**src/ctc_params.svh**
```systemverilog
// constants for the compact timer control block
// assumes inclusion by the single design file and its bench
`ifndef CTC_PARAMS_SVH
`define CTC_PARAMS_SVH
// register indices on the plain register port
`define CTC_ADDR_CTRL0 3'h0
`define CTC_ADDR_CTRL1 3'h1
`define CTC_ADDR_CNT_LO 3'h2
`define CTC_ADDR_CNT_HI 3'h3
`define CTC_ADDR_CMPA_LO 3'h4
`define CTC_ADDR_CMPA_HI 3'h5
`define CTC_ADDR_PERIOD 3'h6
`define CTC_ADDR_FLAGS 3'h7
// reset values
`define CTC_CTRL_RST 8'h00
`define CTC_BYTE_RST 8'h00
`define CTC_CNT_RST 16'h0000
// clock select codes
`define CTC_CK_SYS4 3'h0
`define CTC_CK_SYS 3'h1
`define CTC_CK_HI16 3'h2
`define CTC_CK_HI64 3'h3
`define CTC_CK_SUB0 3'h4
`define CTC_CK_SUB1 3'h5
`define CTC_CK_EXT_RISE 3'h6
`define CTC_CK_EXT_FALL 3'h7
// prescaler terminal values
`define CTC_DIV4_LAST 6'h03
`define CTC_DIV16_LAST 6'h0f
`define CTC_DIV64_LAST 6'h3f
// output function codes
`define CTC_IO_NONE 2'h0
`define CTC_IO_LOW 2'h1
`define CTC_IO_HIGH 2'h2
`define CTC_IO_TOGGLE 2'h3
`define CTC_IO_PWM 2'h2
`endif

```
**src/ctc_pkg.sv**
```systemverilog
// types for the compact timer control block
// assumes the params header is on the include path
package ctc_pkg;
    // operating mode encodings
    typedef enum logic [1:0]
    {
        CTC_MODE_CMP = 2'h0,
        CTC_MODE_UNDEF = 2'h1,
        CTC_MODE_PWM = 2'h2,
        CTC_MODE_TMR = 2'h3
    } ctc_mode_t;
    // first control register layout
    typedef struct packed
    {
        logic counter_pause;
        logic [2:0] clock_select;
        logic counter_on;
        logic [2:0] unused;
    } ctc_ctrl0_t;
    // second control register layout
    typedef struct packed
    {
        ctc_mode_t mode_select;
        logic [1:0] output_function;
        logic output_initial_level;
        logic output_invert;
        logic duty_period_swap;
        logic clear_select;
    } ctc_ctrl1_t;
    // register port request bundle
    typedef struct packed
    {
        logic [2:0] addr;
        logic [7:0] wdata;
        logic wr;
        logic rd;
    } ctc_req_t;
endpackage

```
**src/ctc_timer.sv**
```systemverilog
// compact 16-bit count-up timer with compare and pwm output
// assumes one 125 MHz clock; high and sub clocks arrive as ticks on that clock
//
// Functional notes
// - pause holds counter, resume from held value
// - pause rising edge keeps present count
// - clock_select picks counter clock source
// - counter runs only while counter_on set
// - counter_on rise clears counter; fall holds
// - counter_on rise restores initial output level outside timer mode
// - control0 bits two to zero read zero
// - mode_select picks compare, pwm, timer mode
// - compare mode match A: none, low, high, toggle
// - pwm mode: inactive, active, or waveform
// - match to same level shows no change
// - initial level sets start level or pwm polarity
// - output_invert inverts the output pin
// - duty_period_swap exchanges duty and period roles
// - clear_select picks A match or P match clear
// - zero period value means clear on overflow
// - pwm mode ignores clear_select
// - counter read-only pair, compare A pair, 8-bit period
// - timer mode output level undefined
// - P compares high byte, A full count
// - low bytes via buffer, high access transfers
// - compare mode with A clear never sets P flag
`timescale 1ns/10ps
`include "ctc_params.svh"

module ctc_timer
    import ctc_pkg::*;
#(
    parameter int CNT_W = 16
)
(
    input wire logic ref_clk_i,
    input wire logic rst_b_i,
    input wire logic [2:0] reg_addr_i,
    input wire logic [7:0] reg_wdata_i,
    input wire logic reg_wr_i,
    input wire logic reg_rd_i,
    output logic [7:0] reg_rdata_o,
    input wire logic high_tick_i,
    input wire logic sub_tick_i,
    input wire logic ext_clock_pin_i,
    output logic timer_output_pin_o,
    output logic timer_output_en_o,
    output logic match_a_flag_o,
    output logic match_p_flag_o
);

    // =====================================================
    // register port and control storage
    // =====================================================
    ctc_req_t req; // bundled request
    ctc_ctrl0_t ctrl0_reg; // first control register
    ctc_ctrl1_t ctrl1_reg; // second control register
    logic [CNT_W-1:0] count_reg; // main counter
    logic [CNT_W-1:0] cmpa_reg; // compare A value
    logic [7:0] period_reg; // compare P value
    logic [7:0] wbuf_reg; // low byte write buffer
    logic [7:0] rbuf_reg; // low byte read buffer
    logic flag_a_reg; // sticky match A
    logic flag_p_reg; // sticky match P
    logic out_reg; // output level before inversion
    logic on_d_reg; // counter_on delayed for edge
    logic [7:0] rdata_reg; // read data stage

    assign req = '{addr: reg_addr_i, wdata: reg_wdata_i, wr: reg_wr_i, rd: reg_rd_i};

    // write access decode, used at several places
    function automatic logic wr_at(input ctc_req_t r, input logic [2:0] a);
        wr_at = r.wr && (r.addr == a);
    endfunction

    // control registers; reserved bits never stored
    always_ff @(posedge ref_clk_i or negedge rst_b_i)
    begin
        if (!rst_b_i)
        begin
            ctrl0_reg <= `CTC_CTRL_RST;
            ctrl1_reg <= `CTC_CTRL_RST;
        end
        else
        begin
            if (wr_at(req, `CTC_ADDR_CTRL0))
                ctrl0_reg <= {req.wdata[7:3], 3'h0};
            if (wr_at(req, `CTC_ADDR_CTRL1))
                ctrl1_reg <= req.wdata;
        end
    end

    // compare A pair: low byte waits in buffer until high byte write
    always_ff @(posedge ref_clk_i or negedge rst_b_i)
    begin
        if (!rst_b_i)
        begin
            wbuf_reg <= `CTC_BYTE_RST;
            cmpa_reg <= `CTC_CNT_RST;
            period_reg <= `CTC_BYTE_RST;
        end
        else
        begin
            if (wr_at(req, `CTC_ADDR_CMPA_LO))
                wbuf_reg <= req.wdata;
            if (wr_at(req, `CTC_ADDR_CMPA_HI))
                cmpa_reg <= {req.wdata, wbuf_reg};
            if (wr_at(req, `CTC_ADDR_PERIOD))
                period_reg <= req.wdata;
        end
    end

    // read path; high byte reads capture low byte into buffer
    always_ff @(posedge ref_clk_i or negedge rst_b_i)
    begin
        if (!rst_b_i)
        begin
            rdata_reg <= `CTC_BYTE_RST;
            rbuf_reg <= `CTC_BYTE_RST;
        end
        else if (req.rd)
        begin
            unique case (req.addr)
                `CTC_ADDR_CTRL0: rdata_reg <= {ctrl0_reg[7:3], 3'h0};
                `CTC_ADDR_CTRL1: rdata_reg <= ctrl1_reg;
                `CTC_ADDR_CNT_LO: rdata_reg <= rbuf_reg;
                `CTC_ADDR_CNT_HI:
                begin
                    rdata_reg <= count_reg[15:8];
                    rbuf_reg <= count_reg[7:0];
                end
                `CTC_ADDR_CMPA_LO: rdata_reg <= rbuf_reg;
                `CTC_ADDR_CMPA_HI:
                begin
                    rdata_reg <= cmpa_reg[15:8];
                    rbuf_reg <= cmpa_reg[7:0];
                end
                `CTC_ADDR_PERIOD: rdata_reg <= period_reg;
                `CTC_ADDR_FLAGS: rdata_reg <= {6'h00, flag_p_reg, flag_a_reg};
            endcase
        end
        else
            rdata_reg <= `CTC_BYTE_RST;
    end
    assign reg_rdata_o = rdata_reg;

    // =====================================================
    // clock source selection
    // =====================================================
    logic [2:0] ext_sync_reg; // three stage pin synchroniser
    logic [5:0] pre_reg; // free prescaler
    logic ext_lvl_reg; // agreed pin level
    logic ext_rise; // one cycle rising edge
    logic ext_fall; // one cycle falling edge
    logic tick; // selected count enable
    logic hi_d_reg; // high tick registered, one cycle late
    logic [5:0] hi_cnt_reg; // high clock divider

    // synchroniser; stage one only feeds stage two
    always_ff @(posedge ref_clk_i or negedge rst_b_i)
    begin
        if (!rst_b_i)
        begin
            ext_sync_reg <= 3'h0;
            ext_lvl_reg <= 1'b0;
        end
        else
        begin
            ext_sync_reg <= {ext_sync_reg[1:0], ext_clock_pin_i};
            if (ext_sync_reg[1] == ext_sync_reg[2])
                ext_lvl_reg <= ext_sync_reg[2];
        end
    end
    assign ext_rise = (ext_sync_reg[1] == ext_sync_reg[2]) && ext_sync_reg[2] && !ext_lvl_reg;
    assign ext_fall = (ext_sync_reg[1] == ext_sync_reg[2]) && !ext_sync_reg[2] && ext_lvl_reg;

    // system and high clock prescalers
    always_ff @(posedge ref_clk_i or negedge rst_b_i)
    begin
        if (!rst_b_i)
        begin
            pre_reg <= 6'h00;
            hi_cnt_reg <= 6'h00;
            hi_d_reg <= 1'b0;
        end
        else
        begin
            pre_reg <= (pre_reg == `CTC_DIV4_LAST) ? 6'h00 : pre_reg + 6'h01;
            hi_d_reg <= 1'b0;
            if (high_tick_i)
            begin
                hi_cnt_reg <= hi_cnt_reg + 6'h01;
                hi_d_reg <= 1'b1;
            end
        end
    end

    // count enable multiplexer
    always_comb
    begin
        unique case (ctrl0_reg.clock_select)
            `CTC_CK_SYS4: tick = (pre_reg == `CTC_DIV4_LAST);
            `CTC_CK_SYS: tick = 1'b1;
            `CTC_CK_HI16: tick = hi_d_reg && (hi_cnt_reg[3:0] == `CTC_DIV16_LAST);
            `CTC_CK_HI64: tick = hi_d_reg && (hi_cnt_reg == `CTC_DIV64_LAST);
            `CTC_CK_SUB0, `CTC_CK_SUB1: tick = sub_tick_i;
            `CTC_CK_EXT_RISE: tick = ext_rise;
            `CTC_CK_EXT_FALL: tick = ext_fall;
        endcase
    end

    // =====================================================
    // counter, comparators and clear
    // =====================================================
    logic run; // counter may advance
    logic on_rise; // counter_on low to high
    logic match_a; // comparator A hit
    logic match_p; // comparator P hit
    logic ovf; // counter at top
    logic clr; // counter clear this tick
    logic is_pwm; // pwm mode active
    logic [7:0] per_byte; // p compare byte in use
    logic use_a_clear; // clear from comparator A

    assign on_rise = ctrl0_reg.counter_on && !on_d_reg;
    assign run = ctrl0_reg.counter_on && !ctrl0_reg.counter_pause && tick;
    assign is_pwm = (ctrl1_reg.mode_select == CTC_MODE_PWM);
    assign per_byte = period_reg;
    assign match_a = run && (count_reg == cmpa_reg);
    // P hit on the last count before P*256, so a zero period lands on ffff
    assign match_p = run && (count_reg[15:8] == (per_byte - 8'h01)) && (count_reg[7:0] == 8'hff);
    assign ovf = run && (count_reg == 16'hffff);
    // pwm: period register from swap bit; else clear_select
    assign use_a_clear = is_pwm ? ctrl1_reg.duty_period_swap : ctrl1_reg.clear_select;
    always_comb
    begin
        if (use_a_clear)
            clr = match_a || ovf;
        else if (per_byte == 8'h00)
            clr = ovf;
        else
            clr = match_p;
    end

    // counter; held while paused or off
    always_ff @(posedge ref_clk_i or negedge rst_b_i)
    begin
        if (!rst_b_i)
        begin
            count_reg <= `CTC_CNT_RST;
            on_d_reg <= 1'b0;
        end
        else
        begin
            on_d_reg <= ctrl0_reg.counter_on;
            if (on_rise)
                count_reg <= `CTC_CNT_RST;
            else if (clr)
                count_reg <= `CTC_CNT_RST;
            else if (run)
                count_reg <= count_reg + 16'h0001;
        end
    end

    // sticky flags; set beats software clear at flag register
    always_ff @(posedge ref_clk_i or negedge rst_b_i)
    begin
        if (!rst_b_i)
        begin
            flag_a_reg <= 1'b0;
            flag_p_reg <= 1'b0;
        end
        else
        begin
            if (match_a)
                flag_a_reg <= 1'b1;
            else if (wr_at(req, `CTC_ADDR_FLAGS) && req.wdata[0])
                flag_a_reg <= 1'b0;
            if (match_p && !(ctrl1_reg.clear_select && !is_pwm))
                flag_p_reg <= 1'b1;
            else if (wr_at(req, `CTC_ADDR_FLAGS) && req.wdata[1])
                flag_p_reg <= 1'b0;
        end
    end
    assign match_a_flag_o = flag_a_reg;
    assign match_p_flag_o = flag_p_reg;

    // =====================================================
    // output pin
    // =====================================================
    logic pwm_period_wrap; // pwm period end
    logic pwm_duty_hit; // pwm duty end

    assign pwm_duty_hit = ctrl1_reg.duty_period_swap ? match_p : match_a;
    assign pwm_period_wrap = clr;

    // output level; active level given by output_initial_level
    always_ff @(posedge ref_clk_i or negedge rst_b_i)
    begin
        if (!rst_b_i)
        begin
            out_reg <= 1'b0;
        end
        else if (on_rise && (ctrl1_reg.mode_select != CTC_MODE_TMR))
            out_reg <= ctrl1_reg.output_initial_level;
        else if (is_pwm)
            unique case (ctrl1_reg.output_function)
                `CTC_IO_NONE: out_reg <= !ctrl1_reg.output_initial_level;
                `CTC_IO_LOW: out_reg <= ctrl1_reg.output_initial_level;
                `CTC_IO_PWM:
                begin
                    if (pwm_duty_hit)
                        out_reg <= !ctrl1_reg.output_initial_level;
                    else if (pwm_period_wrap)
                        out_reg <= ctrl1_reg.output_initial_level;
                end
                default: out_reg <= out_reg;
            endcase
        else if (match_a && (ctrl1_reg.mode_select == CTC_MODE_CMP))
            unique case (ctrl1_reg.output_function)
                `CTC_IO_NONE: out_reg <= out_reg;
                `CTC_IO_LOW: out_reg <= 1'b0;
                `CTC_IO_HIGH: out_reg <= 1'b1;
                `CTC_IO_TOGGLE: out_reg <= !out_reg;
            endcase
    end
    assign timer_output_pin_o = out_reg ^ ctrl1_reg.output_invert;
    // pin released in timer mode, level there is don't care
    assign timer_output_en_o = (ctrl1_reg.mode_select != CTC_MODE_TMR);

    // =====================================================
    // checks
    // =====================================================
    pause_holds_a: assert property (@(posedge ref_clk_i) disable iff (!rst_b_i)
        ctrl0_reg.counter_pause && !on_rise |=> $stable(count_reg))
        else $error("counter moved while paused");
    pause_entry_a: assert property (@(posedge ref_clk_i) disable iff (!rst_b_i)
        $rose(ctrl0_reg.counter_pause) && on_d_reg |=> $stable(count_reg))
        else $error("count changed on pause");
    off_holds_a: assert property (@(posedge ref_clk_i) disable iff (!rst_b_i)
        !ctrl0_reg.counter_on ##1 !ctrl0_reg.counter_on |-> $stable(count_reg))
        else $error("counter moved while off");
    on_clears_a: assert property (@(posedge ref_clk_i) disable iff (!rst_b_i)
        on_rise |=> count_reg == 16'h0000)
        else $error("counter not cleared on enable");
    init_level_a: assert property (@(posedge ref_clk_i) disable iff (!rst_b_i)
        on_rise && ctrl1_reg.mode_select == CTC_MODE_CMP |=> out_reg == $past(ctrl1_reg.output_initial_level))
        else $error("output not reset to initial level");
    rsvd_zero_a: assert property (@(posedge ref_clk_i) disable iff (!rst_b_i)
        req.rd && req.addr == `CTC_ADDR_CTRL0 |=> reg_rdata_o[2:0] == 3'h0)
        else $error("reserved bits not zero");
    pflag_block_a: assert property (@(posedge ref_clk_i) disable iff (!rst_b_i)
        !flag_p_reg && ctrl1_reg.clear_select && ctrl1_reg.mode_select == CTC_MODE_CMP
        && !(wr_at(req, `CTC_ADDR_CTRL1)) |=> !flag_p_reg)
        else $error("p flag set with A clear");
    aflag_set_a: assert property (@(posedge ref_clk_i) disable iff (!rst_b_i)
        match_a |=> flag_a_reg [*2] or (flag_a_reg ##1 match_a))
        else $error("match flag not held");
    invert_pin_a: assert property (@(posedge ref_clk_i) disable iff (!rst_b_i)
        $changed(ctrl1_reg.output_invert) && $stable(out_reg) |-> $changed(timer_output_pin_o))
        else $error("pin polarity wrong");

endmodule // ctc_timer

```
**config.mk**
```make
export PLATFORM = sky130hd
export DESIGN_NAME = ctc_timer
export DESIGN_NICKNAME = d
export VERILOG_FILES = /design/src/ctc_pkg.sv /design/src/ctc_timer.sv
export VERILOG_INCLUDE_DIRS = /design/src
export SDC_FILE = /design/constraint.sdc
export NUM_CORES = 1
export LEC_CHECK = 0
export BUFFER_PORTS_ARGS = -buffer_cell sky130_fd_sc_hd__buf_2
export CAP_MARGIN = 20
export CORE_MARGIN = 2
export CORE_UTILIZATION = 30
export CTS_CLUSTER_DIAMETER = 40
export DETAILED_ROUTE_END_ITERATION = 7
export SYNTH_ARGS = -nofsm -noshare
export SYNTH_HDL_FRONTEND = slang
export SYNTH_SLANG_ARGS = --single-unit
```
**constraint.sdc**
```tcl
create_clock -name ref_clk_i -period 3.75 [get_ports ref_clk_i]
set_input_delay 0.75 -clock ref_clk_i [delete_from_list [all_inputs] [get_ports ref_clk_i]]
set_output_delay 0.75 -clock ref_clk_i [all_outputs]
set_load 0.02 [all_outputs]
```
==> metrics.txt <==
outcome finished clean; final hold vios 0; Worst VDD drop 0.329 mV; Vias/cell 5.31; Crit path required time 3.99 ns; first-pass GRT wire length 20700 um; Synth top area share 0.474; CP max FO 6; crit path time final 3.08 ns; Worst Setup Start Kind register; crit-path leading delay family simple AND/OR/NAND/NOR gates; r2r endpoint out_reg; RSZ-0062 raised after global routing false; Clock transition at path regs 0.07 ns; post-CTS setup buffer count 0; Levels on crit path 10; CTS Root Cell clkbuf_16; post-synth cell types 59; DIE HEIGHT 135 um; mux cell area share after synthesis 0.120; insertion delay to the later sink of the worst-skew pair 0.36 ns; final max-slew violation count 0; Gate Count Post-Synth 491; drt first pass iters 5; cell taking the most area after synthesis dfrtp_1; core footprint 16700 um^2; Avg WL per Cell 17.7 um; CP endpoint out_reg; largest family of logic cells by synthesized area simple AND/OR/NAND/NOR gates; setup_tns 0 ns; Syn Nets 519; gr ovfl total 0; syn avg cell area 10.5 um^2; Post-Synth Adder-Cell Area 0.0242; class of the tightest hold or removal check register to register; largest net degree at the start of global routing 42; Worst Max-Slew Pin Slew 0.878 ns; asr flop ratio synth 1.00; antenna diode count 0; crit share post-route 0.821; final wirelength 13100 um; # setup viols final 0; Critical Path Source per_byte[0]; post-cts resize count 0; initial antenna violation count 0; Fillers 1690; H-tree lvl count 3; R2R Path Start per_byte[0]; # hold bufs at CTS 0; Max-Slew Margin vs Limit 0.405; Post-synth EDFFs 0; I/O Buffers 29; die width 135 um; compound-cell area share of the yosys netlist 0.131; fmax 325 MHz; Yosys warning count 0; max incr delay on CP 0.49 ns; Die Area 18300 um^2; predominant post-synthesis flop cell dfrtp_1; sequential area share after synthesis 0.474; HPWL after DPL 9570 um; CTS tree built; Rows 47; Area Growth Syn to Fin 13.5%; critical path endpoint category register; leakage 0.00254 uW; Syn Std Cell Area 5170 um^2; Bufs on Longest Clock Path 2; top post-synthesis cells by area dfrtp_1 47%, mux2_2 9.8%, xor2_1 4.6%; antenna viol nets, final 0; Synth Area in XOR/XNOR 0.0762; clk_skew 0.00890 ns; Initial Utilization 0.310; layout cell share with drive strength beyond 1 0.221; pwr dens 536 nW/um^2; Worst EP arrival 3.31 ns; flop2flop setup slack 0.67 ns; critical-path cell list inv_1 > ha_1 > or3b_2 > or3_1 > nor4b_1 > o211a_1 > and3_1 > a31o_2 > nor4b_2 > o32a_1; Layout Utilization 0.351; Worst path slowest cell or3b_2; via count 3910; number of max-cap violations 0; GP Congestion 0.860; Clock Sinks 98; most common cell in the netlist dfrtp_1; FF-to-FF path depth 10; Worst Setup Path Type register to register; TritonCTS Buffers 9; DR iter-0 viols 272; nets 540; Total GRT Usage 0.148; Post-Synth Simple-Gate Area 0.143; # DRC 0; I/O pin count 30; register bit total from synthesis 98; Crit path buffers/inverters 1; top post-synthesis cells by count 98 x dfrtp_1, 45 x mux2_2, 40 x nand2_1; number of global-route vias before repair 3739
-- layout make-up --
type / instances / area, um^2 / area share
tap: 220 / 275 / 0.0469
multi-input combinational: 350 / 2550 / 0.435
sequential: 98 / 2450 / 0.418
inverter: 16 / 60.1 / 0.0102
clock inverter: 7 / 93.8 / 0.0160
clock buffer: 9 / 225 / 0.0384
timing repair buffer: 37 / 208 / 0.0354
-- cells by family (layout without fill, tap and decap cells) --
kind of cell / count (synthesis) / count (layout)
multiplexers: 55 / 55
XOR/XNOR: 45 / 45
flip-flops: 98 / 98
AND/OR/NAND/NOR: 143 / 143
buffers and inverters: 43 / 69
adder cells (fa/ha/maj): 10 / 10
AO/OA/AOI/OAI: 97 / 97
-- how the worst min path moves through the flow --
| stage | start | endpoint | slack [ns] | cells after the start |
|---|---|---|---|---|
| 2_1_floorplan | ext_sync_reg[0] | ext_sync_reg[1] | 0.33 | 0 |
| 3_3_place_gp | ext_sync_reg[0] | ext_sync_reg[1] | 0.34 | 0 |
| 3_5_place_dp | ext_sync_reg[0] | ext_sync_reg[1] | 0.36 | 0 |
| 4_1_cts | ext_sync_reg[0] | ext_sync_reg[1] | 0.38 | 0 |
| 5_1_grt | ext_sync_reg[0] | ext_sync_reg[1] | 0.39 | 0 |
| 6_report | ext_sync_reg[0] | ext_sync_reg[1] | 0.37 | 0 |
-- layout by cell type, fill, tap and decap left out, types with 6 or more instances in the layout --
cell,n
or3_1,8
nand2_1,40
a21oi_1,27
dfrtp_1,98
mux2i_1,9
a22oi_1,7
mux2_2,45
nor4_1,6
nor2_1,29
xor2_1,27
buf_2,28
nor2b_1,10
nand4_1,13
xnor2_1,18
ha_1,10
o21ai_0,23
inv_1,16
buf_4,9
nand3_1,8
clkbuf_16,9
-- power by group --
| group | internal, uW | total (uW) | leakage [uW] | switching [uW] |
|---|---|---|---|---|
| sequential | 1250 | 1480 | 0.00124 | 234 |
| clock | 537 | 982 | 0.000153 | 445 |
| combinational | 335 | 681 | 0.00114 | 346 |
| total | 2120 | 3150 | 0.00254 | 1020 |
-- routing by layer --
metal  vias up  wire length (um)  global-route usage  share of wire
li1       1802                 -                   -              -
met1      1961              5930               0.205           0.45
met2       123              6140               0.230           0.47
met3        24               690              0.0307          0.053
met4         0               304              0.0532          0.023
met5         -                 0                   0              0
-- per-stage QoR --
step	hold slack, ns	total power, uW	instance area [um^2]	setup slack [ns]	instances
2_1_floorplan	0.331	1940	5170	0.865	491
3_3_place_gp	0.341	2140	5550	0.771	721
3_5_place_dp	0.362	2180	5550	0.692	721
4_1_cts	0.383	3170	5870	0.675	737
5_1_grt	0.394	3310	5870	0.538	737
6_report	0.368	3150	5870	0.672	737
(Power assumes the default switching activity.)
